## config.mk

```make
export PLATFORM = sky130hd
export DESIGN_NAME = cdpc_codec_proc
export DESIGN_NICKNAME = d
export VERILOG_FILES = /design/src/inc/cdpc_pkg.sv /design/src/rtl/cdpc_silence_det.sv /design/src/rtl/cdpc_dc_block.sv /design/src/rtl/cdpc_codec_proc.sv
export VERILOG_INCLUDE_DIRS = /design/src /design/src/inc
export SDC_FILE = /design/constraint.sdc
export NUM_CORES = 1
export LEC_CHECK = 0
export ABC_AREA = 1
export BUFFER_PORTS_ARGS = -buffer_cell sky130_fd_sc_hd__buf_4
export CORE_AREA = 2 2 166 249
export DETAILED_ROUTE_END_ITERATION = 10
export DIE_AREA = 0 0 168 251
export GPL_ROUTABILITY_DRIVEN = 0
export PLACE_DENSITY = 0.87
export SLEW_MARGIN = 20
export SYNTH_ARGS = -nofsm -noshare
export SYNTH_HDL_FRONTEND = slang
export SYNTH_HIERARCHICAL = 1
export SYNTH_SLANG_ARGS = --single-unit
export TNS_END_PERCENT = 30
```

## constraint.sdc

```tcl
create_clock -name CLK_SYS -period 8.2 [get_ports CLK_SYS]
set_clock_uncertainty 0.1 [all_clocks]
set_input_delay 1.64 -clock CLK_SYS [delete_from_list [all_inputs] [get_ports CLK_SYS]]
set_output_delay 1.64 -clock CLK_SYS [all_outputs]
set_load 0.02 [all_outputs]
```

## src/inc/cdpc_consts.svh

```systemverilog
`ifndef CDPC_CONSTS_SVH
`define CDPC_CONSTS_SVH
// Overview of operation
// - loopback bit in control-port mode routes ADC output words into the DAC path
// - DAC format field is ignored during loopback; stored value applies once loopback clears
// - serial audio output keeps carrying ADC words in the ADC format during loopback
// - dither bit adds half an LSB below the top 16 bits of each ADC word whose per-channel noise bit is set
// - dither works in every output format and in master and slave clocking
// - auto-silence mutes a channel after 8192 consecutive all-zero or all-one samples
// - one non-static sample releases the channel's auto-silence at once
// - detection and muting per channel, or jointly when linked-channel mute is set
// - during auto-silence the channel's external mute output is asserted
// - silence transitions use the same soft-ramp and zero-crossing settings as volume
// - auto-silence enable resets to set
// - high-pass filter continuously estimates and subtracts the DC offset
// - each channel's high-pass filter has its own control bit
// - disabling a channel freezes its offset estimate, which is still subtracted
// - roll-off select picks fast or slow interpolation filter, fast after reset
// - three de-emphasis choices, for 32, 44.1 and 48 kHz
// - de-emphasis applies only in single speed
// - speed bits select 128x, 64x or 32x oversampling
// - mute outputs asserted in power-up, reset, muting, power-down and bad clock ratio
// - external mute outputs are active low

// ****************************************
// widths and register indices (byte address = 4 x index)
// ****************************************
`define CDPC_WORD_W 24
`define CDPC_IDX_MODE1 8'h01
`define CDPC_IDX_DAC 8'h02
`define CDPC_IDX_MIX 8'h03
`define CDPC_IDX_VOLA 8'h04
`define CDPC_IDX_VOLB 8'h05
`define CDPC_IDX_ADC 8'h06
`define CDPC_IDX_MODE2 8'h07
`define CDPC_IDX_STAT 8'h08

// ****************************************
// reset values
// ****************************************
`define CDPC_RST_MODE1 8'h00
`define CDPC_RST_DAC 8'h80
`define CDPC_RST_MIX 8'h29
`define CDPC_RST_VOL 8'h00
`define CDPC_RST_ADC 8'h00
`define CDPC_RST_MODE2 8'h00

// ****************************************
// field positions
// ****************************************
`define CDPC_SPEED_HI 7
`define CDPC_SPEED_LO 6
`define CDPC_DACFMT_MSB 2
`define CDPC_AUTOSIL 7
`define CDPC_ROLLOFF 6
`define CDPC_DEEMPH_MSB 5
`define CDPC_DEEMPH_LSB 4
`define CDPC_SOFT 5
`define CDPC_ZEROX 4
`define CDPC_VOLMUTE 7
`define CDPC_DITHER 5
`define CDPC_ADCFMT 4
`define CDPC_ADCMUTE_A 3
`define CDPC_ADCMUTE_B 2
`define CDPC_HPFRZ_A 1
`define CDPC_HPFRZ_B 0
`define CDPC_LOOP 4
`define CDPC_LINK 3
`define CDPC_CPEN 1
`define CDPC_PDN 0

// ****************************************
// timing and ratios
// ****************************************
`define CDPC_SILENCE_COUNT 8192
`define CDPC_CLK_PERIOD_NS 10
`define CDPC_PWRUP_NS 85000
`define CDPC_HPF_SHIFT 10
`define CDPC_OSR_SINGLE 8'h80
`define CDPC_OSR_DOUBLE 8'h40
`define CDPC_OSR_QUAD 8'h20
`endif

```

## src/inc/cdpc_pkg.sv

```systemverilog
`include "cdpc_consts.svh"
package cdpc_pkg;
    // two channels of one sample; ch[0] is channel A
    typedef struct packed {
        logic [1:0][`CDPC_WORD_W-1:0] ch;
    } cdpc_stereo_t;

    typedef enum logic [1:0] {
        SPEED_SINGLE = 2'b00,
        SPEED_DOUBLE = 2'b01,
        SPEED_QUAD = 2'b10,
        SPEED_QUAD_ALT = 2'b11
    } cdpc_speed_t;

    typedef enum logic [1:0] {
        PWR_DOWN = 2'b00,
        PWR_RAMP = 2'b01,
        PWR_RUN = 2'b10
    } cdpc_pwr_t;

    // settings handed to the DAC datapath
    typedef struct packed {
        logic [2:0] dac_format;
        logic rolloff_slow;
        logic [1:0] deemphasis;
        logic [7:0] oversample;
        logic soft_ramp;
        logic zero_crossing_gate;
        logic [1:0] silence_req;
    } cdpc_dac_cfg_t;
endpackage

```

## src/rtl/cdpc_silence_det.sv

```systemverilog
`timescale 1ns/1ns
module cdpc_silence_det #(
    parameter int W = 24,
    parameter int LIMIT = 8192,
    parameter int CW = $clog2(LIMIT + 1)
) (
    input wire logic clk,
    input wire logic rst_n,
    input wire logic strobe,
    input wire logic [W-1:0] sample,
    output logic detected,
    output logic [CW-1:0] count
);
    logic [CW-1:0] count_reg;
    logic static_smp;
    localparam logic [CW-1:0] LIM = CW'(LIMIT);

    // all zeros or all ones both count as static
    assign static_smp = (sample == '0) || (sample == '1);
    assign count = count_reg;
    assign detected = (count_reg == LIM);

    // saturating run counter of static samples
    always_ff @(posedge clk or negedge rst_n) begin
        if (!rst_n) begin
            count_reg <= '0;
        end else if (strobe) begin
            if (!static_smp) begin
                count_reg <= '0;
            end else if (count_reg != LIM) begin
                count_reg <= count_reg + 1'b1;
            end
        end
    end
endmodule // cdpc_silence_det

```

## src/rtl/cdpc_dc_block.sv

```systemverilog
`timescale 1ns/1ns
module cdpc_dc_block #(
    parameter int W = 24,
    parameter int SH = 10
) (
    input wire logic clk,
    input wire logic rst_n,
    input wire logic strobe,
    input wire logic freeze,
    input wire logic signed [W-1:0] x,
    output logic signed [W-1:0] y
);
    localparam int AW = W + SH + 1;
    logic signed [AW-1:0] acc_reg;
    logic signed [W-1:0] ofs;
    logic signed [W:0] diff;

    // offset estimate is the accumulator scaled back down
    assign ofs = W'(acc_reg >>> SH);
    assign diff = (W+1)'(x) - (W+1)'(ofs);

    // subtract always, also while frozen; saturate instead of wrapping
    always_comb begin
        if (diff[W] != diff[W-1]) begin
            y = diff[W] ? {1'b1, {(W-1){1'b0}}} : {1'b0, {(W-1){1'b1}}};
        end else begin
            y = diff[W-1:0];
        end
    end

    // leaky integrator: time constant 2^SH samples
    always_ff @(posedge clk or negedge rst_n) begin
        if (!rst_n) begin
            acc_reg <= '0;
        end else if (strobe && !freeze) begin
            acc_reg <= acc_reg + AW'(x) - AW'(ofs);
        end
    end
endmodule // cdpc_dc_block

```

## src/rtl/cdpc_codec_proc.sv

```systemverilog
`timescale 1ns/1ns
`include "cdpc_consts.svh"
module cdpc_codec_proc #(
    parameter int SILENCE_COUNT = `CDPC_SILENCE_COUNT,
    parameter int PWRUP_CYCLES = (`CDPC_PWRUP_NS + `CDPC_CLK_PERIOD_NS - 1) / `CDPC_CLK_PERIOD_NS,
    parameter int HPF_SHIFT = `CDPC_HPF_SHIFT
) (
    input wire logic CLK_SYS,
    input wire logic RESET_N,
    input wire logic PSEL,
    input wire logic PENABLE,
    input wire logic PWRITE,
    input wire logic [11:0] PADDR,
    input wire logic [31:0] PWDATA,
    output logic [31:0] PRDATA,
    output logic PREADY,
    output logic PSLVERR,
    input wire logic FRAME_CLOCK,
    input wire cdpc_pkg::cdpc_stereo_t ADC_DECIMATED,
    input wire cdpc_pkg::cdpc_stereo_t SERIAL_AUDIO_IN,
    input wire logic RATIO_INVALID,
    output cdpc_pkg::cdpc_stereo_t SERIAL_AUDIO_OUT,
    output cdpc_pkg::cdpc_stereo_t DAC_WORDS,
    output logic ADC_FORMAT_SELECT,
    output cdpc_pkg::cdpc_dac_cfg_t DAC_CFG,
    output logic [1:0] EXTERNAL_MUTE_OUT_N
);
    localparam int W = `CDPC_WORD_W;
    localparam int PCW = $clog2(PWRUP_CYCLES + 1);
    localparam logic [W-1:0] DITHER_HALF = W'(1) << (W - 17);

    // ****************************************
    // control registers and APB slave
    // ****************************************
    logic [7:0] mode1_reg, dac_reg, mix_reg, vola_reg, volb_reg, adc_reg, mode2_reg;
    logic pready_reg, pslverr_reg;
    logic [31:0] prdata_reg;
    logic [7:0] idx, rd_mux, status;
    logic setup, wr_go, mapped;

    assign idx = PADDR[9:2];
    assign setup = PSEL && !PENABLE;
    assign wr_go = PSEL && PENABLE && pready_reg && PWRITE;
    assign mapped = (PADDR[11:10] == 2'h0) && (PADDR[1:0] == 2'h0)
                    && (idx >= `CDPC_IDX_MODE1) && (idx <= `CDPC_IDX_STAT);

    // read mux; the status word is read-only
    always_comb begin
        case (idx)
            `CDPC_IDX_MODE1: rd_mux = mode1_reg;
            `CDPC_IDX_DAC: rd_mux = dac_reg;
            `CDPC_IDX_MIX: rd_mux = mix_reg;
            `CDPC_IDX_VOLA: rd_mux = vola_reg;
            `CDPC_IDX_VOLB: rd_mux = volb_reg;
            `CDPC_IDX_ADC: rd_mux = adc_reg;
            `CDPC_IDX_MODE2: rd_mux = mode2_reg;
            `CDPC_IDX_STAT: rd_mux = status;
            default: rd_mux = 8'h00;
        endcase
    end

    // one wait-free access phase: answer is prepared during setup
    always_ff @(posedge CLK_SYS or negedge RESET_N) begin
        if (!RESET_N) begin
            pready_reg <= 1'b0;
            pslverr_reg <= 1'b0;
            prdata_reg <= 32'h0000_0000;
        end else begin
            pready_reg <= setup;
            pslverr_reg <= setup && !mapped;
            if (setup) begin
                prdata_reg <= (mapped && !PWRITE) ? {24'h00_0000, rd_mux} : 32'h0000_0000;
            end
        end
    end

    // register writes land at the completing access edge only
    always_ff @(posedge CLK_SYS or negedge RESET_N) begin
        if (!RESET_N) begin
            mode1_reg <= `CDPC_RST_MODE1;
            dac_reg <= `CDPC_RST_DAC;
            mix_reg <= `CDPC_RST_MIX;
            vola_reg <= `CDPC_RST_VOL;
            volb_reg <= `CDPC_RST_VOL;
            adc_reg <= `CDPC_RST_ADC;
            mode2_reg <= `CDPC_RST_MODE2;
        end else if (wr_go && mapped) begin
            case (idx)
                `CDPC_IDX_MODE1: mode1_reg <= PWDATA[7:0]; // field stored even in loopback
                `CDPC_IDX_DAC: dac_reg <= PWDATA[7:0];
                `CDPC_IDX_MIX: mix_reg <= PWDATA[7:0];
                `CDPC_IDX_VOLA: vola_reg <= PWDATA[7:0];
                `CDPC_IDX_VOLB: volb_reg <= PWDATA[7:0];
                `CDPC_IDX_ADC: adc_reg <= PWDATA[7:0];
                `CDPC_IDX_MODE2: mode2_reg <= PWDATA[7:0];
                default: ;
            endcase
        end
    end

    // ****************************************
    // frame clock sampling
    // ****************************************
    logic frame_meta_reg, frame_sync_reg, frame_prev_reg, strobe;

    // first flop feeds only the second; edge found after that
    always_ff @(posedge CLK_SYS or negedge RESET_N) begin
        if (!RESET_N) begin
            frame_meta_reg <= 1'b0;
            frame_sync_reg <= 1'b0;
            frame_prev_reg <= 1'b0;
        end else begin
            frame_meta_reg <= FRAME_CLOCK;
            frame_sync_reg <= frame_meta_reg;
            frame_prev_reg <= frame_sync_reg;
        end
    end
    assign strobe = frame_sync_reg && !frame_prev_reg;

    // ****************************************
    // power-up sequencing
    // ****************************************
    cdpc_pkg::cdpc_pwr_t pwr_reg;
    logic [PCW-1:0] pwr_cnt_reg;

    // mute stays on through the power-up wait; long count is a parameter
    always_ff @(posedge CLK_SYS or negedge RESET_N) begin
        if (!RESET_N) begin
            pwr_reg <= cdpc_pkg::PWR_DOWN;
            pwr_cnt_reg <= '0;
        end else if (mode2_reg[`CDPC_PDN]) begin
            pwr_reg <= cdpc_pkg::PWR_DOWN;
            pwr_cnt_reg <= '0;
        end else begin
            case (pwr_reg)
                cdpc_pkg::PWR_DOWN: pwr_reg <= cdpc_pkg::PWR_RAMP;
                cdpc_pkg::PWR_RAMP: begin
                    if (pwr_cnt_reg == PCW'(PWRUP_CYCLES - 1)) begin
                        pwr_reg <= cdpc_pkg::PWR_RUN;
                    end
                    pwr_cnt_reg <= pwr_cnt_reg + 1'b1;
                end
                cdpc_pkg::PWR_RUN: pwr_reg <= cdpc_pkg::PWR_RUN;
                default: pwr_reg <= cdpc_pkg::PWR_DOWN;
            endcase
        end
    end

    // ****************************************
    // per-channel ADC and silence paths
    // ****************************************
    logic [15:0] lfsr_reg;
    logic [1:0][W-1:0] hpf_y, adc_word;
    logic [1:0] det, freeze, adc_mute;
    logic loop_eff, linked;

    assign loop_eff = mode2_reg[`CDPC_LOOP] && mode2_reg[`CDPC_CPEN];
    assign linked = mode2_reg[`CDPC_LINK];
    assign freeze = {adc_reg[`CDPC_HPFRZ_B], adc_reg[`CDPC_HPFRZ_A]};
    assign adc_mute = {adc_reg[`CDPC_ADCMUTE_B], adc_reg[`CDPC_ADCMUTE_A]};

    // noise source for dither, one step per frame
    always_ff @(posedge CLK_SYS or negedge RESET_N) begin
        if (!RESET_N) begin
            lfsr_reg <= 16'hACE1;
        end else if (strobe) begin
            lfsr_reg <= {lfsr_reg[14:0], lfsr_reg[15] ^ lfsr_reg[13] ^ lfsr_reg[12] ^ lfsr_reg[10]};
        end
    end

    for (genvar i = 0; i < 2; i++) begin : g_chan
        logic [W-1:0] dith_sum;

        cdpc_dc_block #(.W(W), .SH(HPF_SHIFT)) u_hpf (
            .clk(CLK_SYS),
            .rst_n(RESET_N),
            .strobe(strobe),
            .freeze(freeze[i]),
            .x(ADC_DECIMATED.ch[i]),
            .y(hpf_y[i])
        );

        // silence is judged on what the DAC really receives
        cdpc_silence_det #(.W(W), .LIMIT(SILENCE_COUNT)) u_det (
            .clk(CLK_SYS),
            .rst_n(RESET_N),
            .strobe(strobe),
            .sample(DAC_WORDS.ch[i]),
            .detected(det[i]),
            .count()
        );

        // half a 16-bit LSB; left off near positive full scale rather than wrapped
        assign dith_sum = hpf_y[i] + (lfsr_reg[i] ? DITHER_HALF : '0);
        always_comb begin
            if (adc_mute[i]) begin
                adc_word[i] = '0;
            end else if (adc_reg[`CDPC_DITHER] && !(dith_sum[W-1] && !hpf_y[i][W-1])) begin
                adc_word[i] = dith_sum; // format and clock mode play no part
            end else begin
                adc_word[i] = hpf_y[i];
            end
        end
    end

    // ****************************************
    // sample registers and loopback routing
    // ****************************************
    cdpc_pkg::cdpc_stereo_t sout_reg, dac_words_reg;

    // dac word updates one clock after the strobe that samples its input
    always_ff @(posedge CLK_SYS or negedge RESET_N) begin
        if (!RESET_N) begin
            sout_reg <= '0;
            dac_words_reg <= '0;
        end else if (strobe) begin
            sout_reg.ch <= adc_word;
            dac_words_reg <= loop_eff ? cdpc_pkg::cdpc_stereo_t'(adc_word) : SERIAL_AUDIO_IN;
        end
    end

    // ****************************************
    // DAC configuration and mute outputs
    // ****************************************
    cdpc_pkg::cdpc_dac_cfg_t cfg_reg, cfg_next;
    cdpc_pkg::cdpc_speed_t speed;
    logic [1:0] silence_next, mute_n_reg, mute_n_next;
    logic adc_fmt_reg;

    assign speed = cdpc_pkg::cdpc_speed_t'({mode1_reg[`CDPC_SPEED_HI], mode1_reg[`CDPC_SPEED_LO]});

    // linked: both must be silent to mute, either live sample releases both
    always_comb begin
        if (!dac_reg[`CDPC_AUTOSIL]) begin
            silence_next = 2'b00;
        end else if (linked) begin
            silence_next = {2{det[0] && det[1]}};
        end else begin
            silence_next = det;
        end
    end

    always_comb begin
        cfg_next = cfg_reg;
        if (!loop_eff) begin
            cfg_next.dac_format = mode1_reg[`CDPC_DACFMT_MSB:0];
        end
        cfg_next.rolloff_slow = dac_reg[`CDPC_ROLLOFF];
        cfg_next.deemphasis = (speed == cdpc_pkg::SPEED_SINGLE)
                              ? dac_reg[`CDPC_DEEMPH_MSB:`CDPC_DEEMPH_LSB] : 2'h0;
        case (speed)
            cdpc_pkg::SPEED_SINGLE: cfg_next.oversample = `CDPC_OSR_SINGLE;
            cdpc_pkg::SPEED_DOUBLE: cfg_next.oversample = `CDPC_OSR_DOUBLE;
            default: cfg_next.oversample = `CDPC_OSR_QUAD;
        endcase
        cfg_next.soft_ramp = mix_reg[`CDPC_SOFT];
        cfg_next.zero_crossing_gate = mix_reg[`CDPC_ZEROX];
        cfg_next.silence_req = silence_next | {volb_reg[`CDPC_VOLMUTE], vola_reg[`CDPC_VOLMUTE]};
        // any reason to be quiet pulls the pin low
        mute_n_next = ~(cfg_next.silence_req
                        | {2{pwr_reg != cdpc_pkg::PWR_RUN || RATIO_INVALID || mode2_reg[`CDPC_PDN]}});
    end

    // reset value asserts the mute pins from the first moment
    always_ff @(posedge CLK_SYS or negedge RESET_N) begin
        if (!RESET_N) begin
            cfg_reg <= '0;
            mute_n_reg <= 2'b00;
            adc_fmt_reg <= 1'b0;
        end else begin
            cfg_reg <= cfg_next;
            mute_n_reg <= mute_n_next;
            adc_fmt_reg <= adc_reg[`CDPC_ADCFMT];
        end
    end

    assign status = {pwr_reg, cfg_reg.silence_req, mute_n_reg, loop_eff, RATIO_INVALID};
    assign PRDATA = prdata_reg;
    assign PREADY = pready_reg;
    assign PSLVERR = pslverr_reg;
    assign SERIAL_AUDIO_OUT = sout_reg;
    assign DAC_WORDS = dac_words_reg;
    assign DAC_CFG = cfg_reg;
    assign ADC_FORMAT_SELECT = adc_fmt_reg;
    assign EXTERNAL_MUTE_OUT_N = mute_n_reg;
endmodule // cdpc_codec_proc

```

Word level (Yosys, flattened, before mapping):

Index checks and enable logic that the tools add are counted.

* flip-flop bits (word level): 340
* input bits: 147
* output and inout port bits: 151
* logic and storage cells: 151

* add/sub/neg operators: 11
* $lt $le $gt $ge: 2
* eq/ne operators: 24
* muxes and demuxes: 26
* bitwise logic cells: 6
* reductions and logical operators: 49

Operators by type and width (number)
* $mux W24: 8
* $mux W14: 6
* $add A35 B24 Y35: 2
* $sub A35 B24 Y35: 2
* $pmux W8 S8: 1
* $sub A24 B24 Y25: 2
* $add A24 B8 Y24: 2
* $eq A24 B24 Y1 const B: 2
* $logic_not A24 Y1: 2
* $mux W48: 1
* $add A14 B1 Y14 const B: 3
* $eq A14 B14 Y1 const B: 3
* $eq A8 B3 Y1 const B: 4
* $ne A14 B14 Y1 const B: 2
* $mux W8: 3
* $logic_and A1 B1 Y1: 19
* $reduce_and A2 Y1: 9
* $eq A8 B2 Y1 const B: 2
* $pmux W8 S2: 1
* $logic_not A1 Y1: 10
* $mux W2: 5
* $eq A8 B1 Y1 const B: 1
* $eq A8 B4 Y1 const B: 1
* $ge A8 B1 Y1 const B: 1
* other kinds (13): 26

Logic depth before layout (Yosys ltp):

Gate-level depths: netlist of the first run.

* word-level depth: 10
* mapped depth: 33
* depth with buffers taken out: 32

Hierarchy:

Netlist of the first run, hierarchy kept.

Modules (own cells, without submodules)
* cdpc_codec_proc: times used 1, cells each 1375, area an instance 10741.6 µm², seq. area each 5345.1 µm²
* cdpc_dc_block at g_chan[1].u_hpf: times used 1, cells each 1075, area an instance 6373.6 µm², seq. area each 850.8 µm²
* cdpc_dc_block at g_chan[0].u_hpf: times used 1, cells each 1074, area an instance 6368.6 µm², seq. area each 850.8 µm²
* cdpc_silence_det: times used 2, cells each 192, area an instance 1151.1 µm², seq. area each 350.3 µm²

Least setup slack after synthesis of the first run:

OpenSTA, ideal clock, no wires.

* path kind: input to register
* from: in ADC_DECIMATED[24] in the netlist's numbering
* to: reg dac_words_reg, in the netlist DAC_WORDS[43]
* setup time: 0.117 ns
* arrival: 4.843 ns
* data required time: 7.983 ns
* setup slack: 3.141 ns
* cell stages on the path: 33
* buffers on the path: 1
* cells stage by stage: inv_1 ha_1 fa_1 inv_1 nand2_1 nand2_1 nand3_1 nand2_2 nand2_1 nand3_1 nand2_2 nand2_2 nand2_4 buf_6 nand2_1 nand2_1 ha_1 ha_1 inv_1 nor2_1 nand2_1 nor4_1 ha_1 inv_1 nand2_1 nor2_1 nand2_1 inv_1 nand3_1 nand3_1 nand2_1 nand2_1 nand2_1

RTL lines
* start, declared: RTL line cdpc_codec_proc.sv:19 `input wire cdpc_pkg::cdpc_stereo_t ADC_DECIMATED,`
* end signal, assigned: RTL line cdpc_codec_proc.sv:218 `dac_words_reg <= loop_eff ? cdpc_pkg::cdpc_stereo_t'(adc_word) : SERIAL_AUDIO_IN;`
* end, declared: RTL line cdpc_codec_proc.sv:209 `cdpc_pkg::cdpc_stereo_t sout_reg, dac_words_reg;`

==> results of run 1 <==
## report_power, final
group          internal, mW  switching, mW
logic                  3.33           6.73
clock network         0.907          0.642
registers              1.88          0.314
## through the flow
step	instances	area (sq um)	util	total power [mW]
floorplan	3936	25900	-	9.45
global placement	4587	27800	0.696	11.7
detailed placement	4587	27800	0.696	11.9
CTS	4642	28900	0.723	13.6
global route	4643	28900	0.723	15.1
finish	4643	28900	0.723	13.8
## cells by family after synthesis
| group | share of synthesized area |
|---|---|
| compound gates | 0.0984 |
| xor+xnor | 0.0211 |
| buf+inv | 0.118 |
| simple gates | 0.346 |
| flops | 0.300 |
| other cells | 0.000145 |
| fa+ha+maj | 0.116 |
## cell usage after synthesis, types with 11 or more instances
master	n
nand2_1	1330
inv_1	622
nor2_1	371
dfrtp_1	297
nand3_1	218
a21oi_1	182
o21ai_0	159
ha_1	130
nand4_1	78
fa_1	68
o21ai_1	58
clkbuf_1	50
nor3_1	46
xor2_1	33
buf_4	29
xnor2_1	29
o21bai_1	26
o21ai_2	19
nand2_2	18
buf_6	17
nand3b_1	14
dfstp_2	12
o22ai_1	11
## cell type report
type | instances | area (sq um) | share of cell area
multi-input cells | 2886 | 15100 | 0.523
flip-flops and latches | 309 | 7750 | 0.268
inverters | 633 | 2380 | 0.0825
repair buffers | 253 | 1920 | 0.0664
clock buffers | 37 | 828 | 0.0287
well taps | 506 | 633 | 0.0219
clock inverters | 18 | 256 | 0.00888
diodes | 1 | 2.50 | 0.0000866
## cell usage in the layout (no fill, tap or decap), types with 31 or more instances in the layout
cell,n
ha_1,130
nand3_1,218
clkbuf_16,31
nor2_1,369
xor2_1,33
o21ai_0,159
a21oi_1,182
nand2_1,1329
buf_4,251
nor3_1,46
dfrtp_1,297
nand4_1,78
o21ai_1,58
inv_1,621
fa_1,68
## worst paths after layout
kind	start	to	slack (ps)	cells after the start
min	frame_meta_reg	frame_sync_reg	250	0
min reg2reg	frame_meta_reg	frame_sync_reg	250	0
max reg2reg	g_chan[1].u_hpf/acc_reg[33]	DAC_WORDS[43]	3080	27
max in group asynchronous	RESET_N	mix_reg[4]	5860	2
max	ADC_DECIMATED[24]	DAC_WORDS[43]	2570	30
min in group asynchronous	RESET_N	DAC_WORDS[44]	910	1
## metal layers
metal  GRT usage  wire (microns)  share of wire
met2       0.610           36200           0.49
met1       0.410           27700           0.37
met4       0.198            4740          0.064
met3      0.0395            5320          0.072
met5           0               0              0
## worst register-to-register path: stages (launching register included)
cell and delay (ps):
dfrtp_1 720, inv_1 160, ha_1 440, nand2_1 100, nor2_1 140, nand2_1 90, nor2_1 120, nand2_1 80
nand4_1 150, nand4_2 470, nand2_1 300, ha_1 200, ha_1 200, inv_1 50, nor2_1 160, nand2_1 110
nor4_1 190, ha_1 190, inv_1 60, nand2_1 220, nor2_1 160, nand2_1 110, inv_1 50, nand3_1 60
nand3_1 140, nand2_1 140, nand2_1 60, nand2_1 50
==> metrics.md, run 1 <==
| Metric | Value |
|---|---|
| Slew HR | `0.292` |
| Peak per-stage delay on the critical path | `470 ps` |
| Worst hold slack | `253 ps` |
| Overall die height | `251 microns` |
| Die area | `0.0422 sq mm` |
| Clock root buffer | `clkbuf_16` |
| Sequential fraction of the synthesis area | `0.300` |
| Worst min-delay path class | `reg -> reg` |
| Hold Vio Cnt, Final | `0` |
| Clock buffer depth | `3` |
| Mean Syn Cell Area | `6.60 sq um` |
| Critical path arrival | `6040 ps` |
| Top_reg_cell synth | `dfrtp_1` |
| First-pass GRT wire length | `118 mm` |
| Required time worst endpoint | `8610 ps` |
| GR Util All Layers | `0.347` |
| Post-synth ARST share | `1.00` |
| Final HPWL DP | `56.8 mm` |
| Vias | `26000` |
| Final Setup Violations | `0` |
| Max Fclk | `0.178 GHz` |
| Slew Limit Fails | `0` |
| DRC | `0` |
| Status | `finished, final reports clean` |
| Mapped cell area | `0.0258 sq mm` |
| Final setup TNS | `0 ps` |
| Clk_lat worst skew | `580 ps` |
| Post-CTS sizing | `0` |
| Gr ovfl total | `0` |
| Worst-Margin Slew | `1060 ps` |
| CP Capture Type | `flop` |
| Post-Route WL | `73.9 mm` |
| Cell area power density | `478 mW/mm^2` |
| Post-synth top area share | `0.288` |
| Num Clock Sinks | `309` |
| Worst path slowest cell | `nand4_2` |
| # Post-CTS Setup Buffers | `0` |
| Area grow syn2layout | `12.1%` |
| Vias per cell | `5.59` |
| RSZ-0062 raised after global routing | `no` |
| Clock-pin slew on the worst setup and hold paths | `60 ps` |
| Fill cells | `3313` |
| Core area | `0.0400 sq mm` |
| CTS Hold Bufs | `0` |
| Initial core utilization | `0.645` |
| Post-synth EDFFs | `0` |
| Startpoint Class | `input pin` |
| CTS tree | `yes` |
| VDD IR max | `0.415 mV` |
| Most common cell on crit path | `nand2_1` |
| Largest fanout on the critical path | `23` |
| # port buffers | `244` |
| FF+latch count, synth | `309` |
| Max Cap Viol | `0` |
| Synth area leaders | `dfrtp_1, nand2_1, inv_1` |
| Die width | `168 microns` |
| WP buf/inv | `6` |
| Average routed wire per standard cell | `15.9 microns` |
| I/O pin count | `298` |
| Final antenna-violating net count | `0` |
| WS Path Type | `in -> reg` |
| Max reg flops | `68` |
| Largest net degree at the start of global routing | `120` |
| Site Rows | `90` |
| Pleak | `16.0 nW` |
| Pre-CTS setup slack | `2110 ps` |
| Final setup margin | `2570 ps` |
| 1st-pass router iterations | `6` |
| Clock H-tree levels | `1` |
| Antenna violations before repair | `1` |
| Synth area leader | `dfrtp_1` |
| Share of cells above drive strength 1 | `0.0999` |
| Crit share post-route | `0.686` |
| Iter 0 DRT Violations | `2318` |
| Final nets | `4459` |
| Synth warn | `6` |
| Vias in the first global route | `24400` |
| CP top delay family | `simple AND/OR/NAND/NOR gates` |
| CTS Buf Count | `31` |
| Synth unique cells | `50` |
| Post-Synthesis Cells | `3908` |
| Minimum clock period | `5630 ps` |
Note: power is estimated with default switching activity, not from simulation.
==> inputs of run 2 (changes only) <==
--- a/config.mk
+++ b/config.mk
@@ -8,11 +8,11 @@
 export LEC_CHECK = 0
 export ABC_AREA = 1
 export BUFFER_PORTS_ARGS = -buffer_cell sky130_fd_sc_hd__buf_4
-export CORE_AREA = 2 2 166 249
+export CORE_AREA = 2 2 180 271
 export DETAILED_ROUTE_END_ITERATION = 10
-export DIE_AREA = 0 0 168 251
+export DIE_AREA = 0 0 182 273
 export GPL_ROUTABILITY_DRIVEN = 0
-export PLACE_DENSITY = 0.87
+export PLACE_DENSITY = 0.78
 export SLEW_MARGIN = 20
 export SYNTH_ARGS = -nofsm -noshare
 export SYNTH_HDL_FRONTEND = slang
==> constraint.sdc (replaced) <==
create_clock -name CLK_SYS -period 4.5 [get_ports CLK_SYS]
set_clock_uncertainty 0.1 [all_clocks]
set_input_delay 0.9 -clock CLK_SYS [delete_from_list [all_inputs] [get_ports CLK_SYS]]
set_output_delay 0.9 -clock CLK_SYS [all_outputs]
set_load 0.02 [all_outputs]
==> run 2 against run 1 <==
Against the previous run: critical path depth up 1; combinational power up 96%; via count down 0.52%.
==> metrics.md, run 2 (same netlist as run 1, synthesis figures left out) <==
| Metric | Value |
|---|---|
| # port buffers | `244` |
| Pleak | `16.7 nW` |
| Clk_lat worst skew | `540 ps` |
| Vias | `25800` |
| Num Clock Sinks | `309` |
| Worst reg2reg setup slack | `390 ps` |
| Largest fanout on the critical path | `6` |
| Worst reg2reg endpoint | `DAC_WORDS[18]` |
| Clock H-tree levels | `2` |
| Reg2reg start | `g_chan[0].u_hpf/acc_reg[16]` |
| CP Capture Type | `flop` |
| 1st-pass router iterations | `6` |
| Slew HR | `0.291` |
| Vias in the first global route | `24100` |
| Slew Limit Fails | `0` |
| DRC | `0` |
| Status | `finished, final reports clean` |
| Average routed wire per standard cell | `15.3 microns` |
| Worst-Margin Slew | `1060 ps` |
| Area grow syn2layout | `17.7%` |
| Final Setup Violations | `0` |
| Dpl cells | `4830` |
| Most frequent cells in the layout | `nand2_1, inv_1, buf_4` |
| Overall die height | `273 microns` |
| Fill cells | `4341` |
| Iter 0 DRT Violations | `1733` |
| Initial core utilization | `0.545` |
| Minimum clock period | `4160 ps` |
| CTS Buf Count | `35` |
| I/O pin count | `298` |
| Antenna violations before repair | `0` |
| Core area | `0.0473 sq mm` |
| RSZ-0062 raised after global routing | `yes` |
| Most common cell on crit path | `nand2_1` |
| Cell area power density | `887 mW/mm^2` |
| Worst path slowest cell | `fa_1` |
| Hold Path Origin | `frame_meta_reg` |
| Most common cell after layout, fill and taps aside | `nand2_1` |
| Hold path depth | `0` |
| Clock buffer depth | `3` |
| Share of cells above drive strength 1 | `0.133` |
| Number of diodes | `0` |
| CTS tree | `yes` |
| VDD IR max | `0.735 mV` |
| Finished Layout Cells | `4893` |
| Die area | `0.0497 sq mm` |
| WS Path Type | `in -> reg` |
| Worst hold slack | `250 ps` |
| Hold Vio Cnt, Final | `0` |
| GR Util All Layers | `0.296` |
| Peak per-stage delay on the critical path | `360 ps` |
| Final nets | `4612` |
| Site Rows | `98` |
| Vias per cell | `5.28` |
| Worst reg2reg path depth | `27` |
| Hold Path End | `frame_sync_reg` |
| Crit share post-route | `0.925` |
| Largest net degree at the start of global routing | `116` |
| Max Cap Viol | `0` |
| Required time worst endpoint | `4830 ps` |
| Clock root buffer | `clkbuf_16` |
| Final HPWL DP | `59.0 mm` |
| Post-Route WL | `75.0 mm` |
| Critical path arrival | `4490 ps` |
| Final antenna-violating net count | `0` |
| Worst min-delay path class | `reg -> reg` |
| Gr ovfl total | `0` |
| Max reg flops | `68` |
| Clock-pin slew on the worst setup and hold paths | `60 ps` |
| Max Fclk | `0.240 GHz` |
| Die width | `182 microns` |
| First-pass GRT wire length | `119 mm` |
| Startpoint Class | `input pin` |
## run 2: how the worst max path moves through the flow
stage	from	end	cells past startpoint
floorplan	ADC_DECIMATED[24]	DAC_WORDS[43]	33
global placement	ADC_DECIMATED[24]	DAC_WORDS[47]	30
detailed placement	ADC_DECIMATED[24]	DAC_WORDS[47]	30
CTS	ADC_DECIMATED[24]	DAC_WORDS[47]	30
global route	g_chan[1].u_hpf/acc_reg[29]	DAC_WORDS[43]	27
finish	ADC_DECIMATED[0]	DAC_WORDS[18]	31
## run 2: routing by layer
| metal | global-route usage | share of wire | vias to the layer above | routed length (microns) |
|---|---|---|---|---|
| li1 | - | - | 12900 | - |
| met1 | 0.356 | 0.40 | 11800 | 29800 |
| met2 | 0.527 | 0.49 | 871 | 37000 |
| met3 | 0.0308 | 0.058 | 219 | 4340 |
| met4 | 0.146 | 0.052 | 0 | 3860 |
| met5 | 0 | 0 | - | 0 |
## run 2: final cells by class
class                   instances  area [sq um]  share of cell area
flip-flops and latches        309          7750               0.255
inverters                     633          2380              0.0786
clock buffers                  48          1020              0.0335
well taps                     600           751              0.0247
multi-input cells            2886         15100               0.499
clock inverters                15           229             0.00755
repair buffers                402          3080               0.101
## run 2: critical path: cells and delay by family
family / cells / cell delay (ps)
buf+inv: 5 / 410
simple gates: 21 / 2010
fa+ha+maj: 5 / 1180
## run 2: stage by stage
stage                     setup TNS, ps  setup slack, ps  area (sq um)   util  power, mW
after floorplan                       0              181         25900      -       17.2
after global placement            -1420             -111         29100  0.614       23.0
after detailed placement          -4380             -197         29100  0.614       23.4
after CTS                             0              325         30300  0.641       26.6
after global routing              -15.1            -11.8         30300  0.641       29.5
final                                 0              339         30300  0.641       26.9
## run 2: timing repair
action	in CTS	in global routing
setup buffers	0	0
endpoints found under the setup margin	0	19
resized for setup	0	6
hold buffers	0	0
## run 2: where the power goes
group,internal [mW],switching (mW)
registers,3.43,0.526
logic,7.32,12.5
clock network,1.88,1.23
total,12.6,14.3
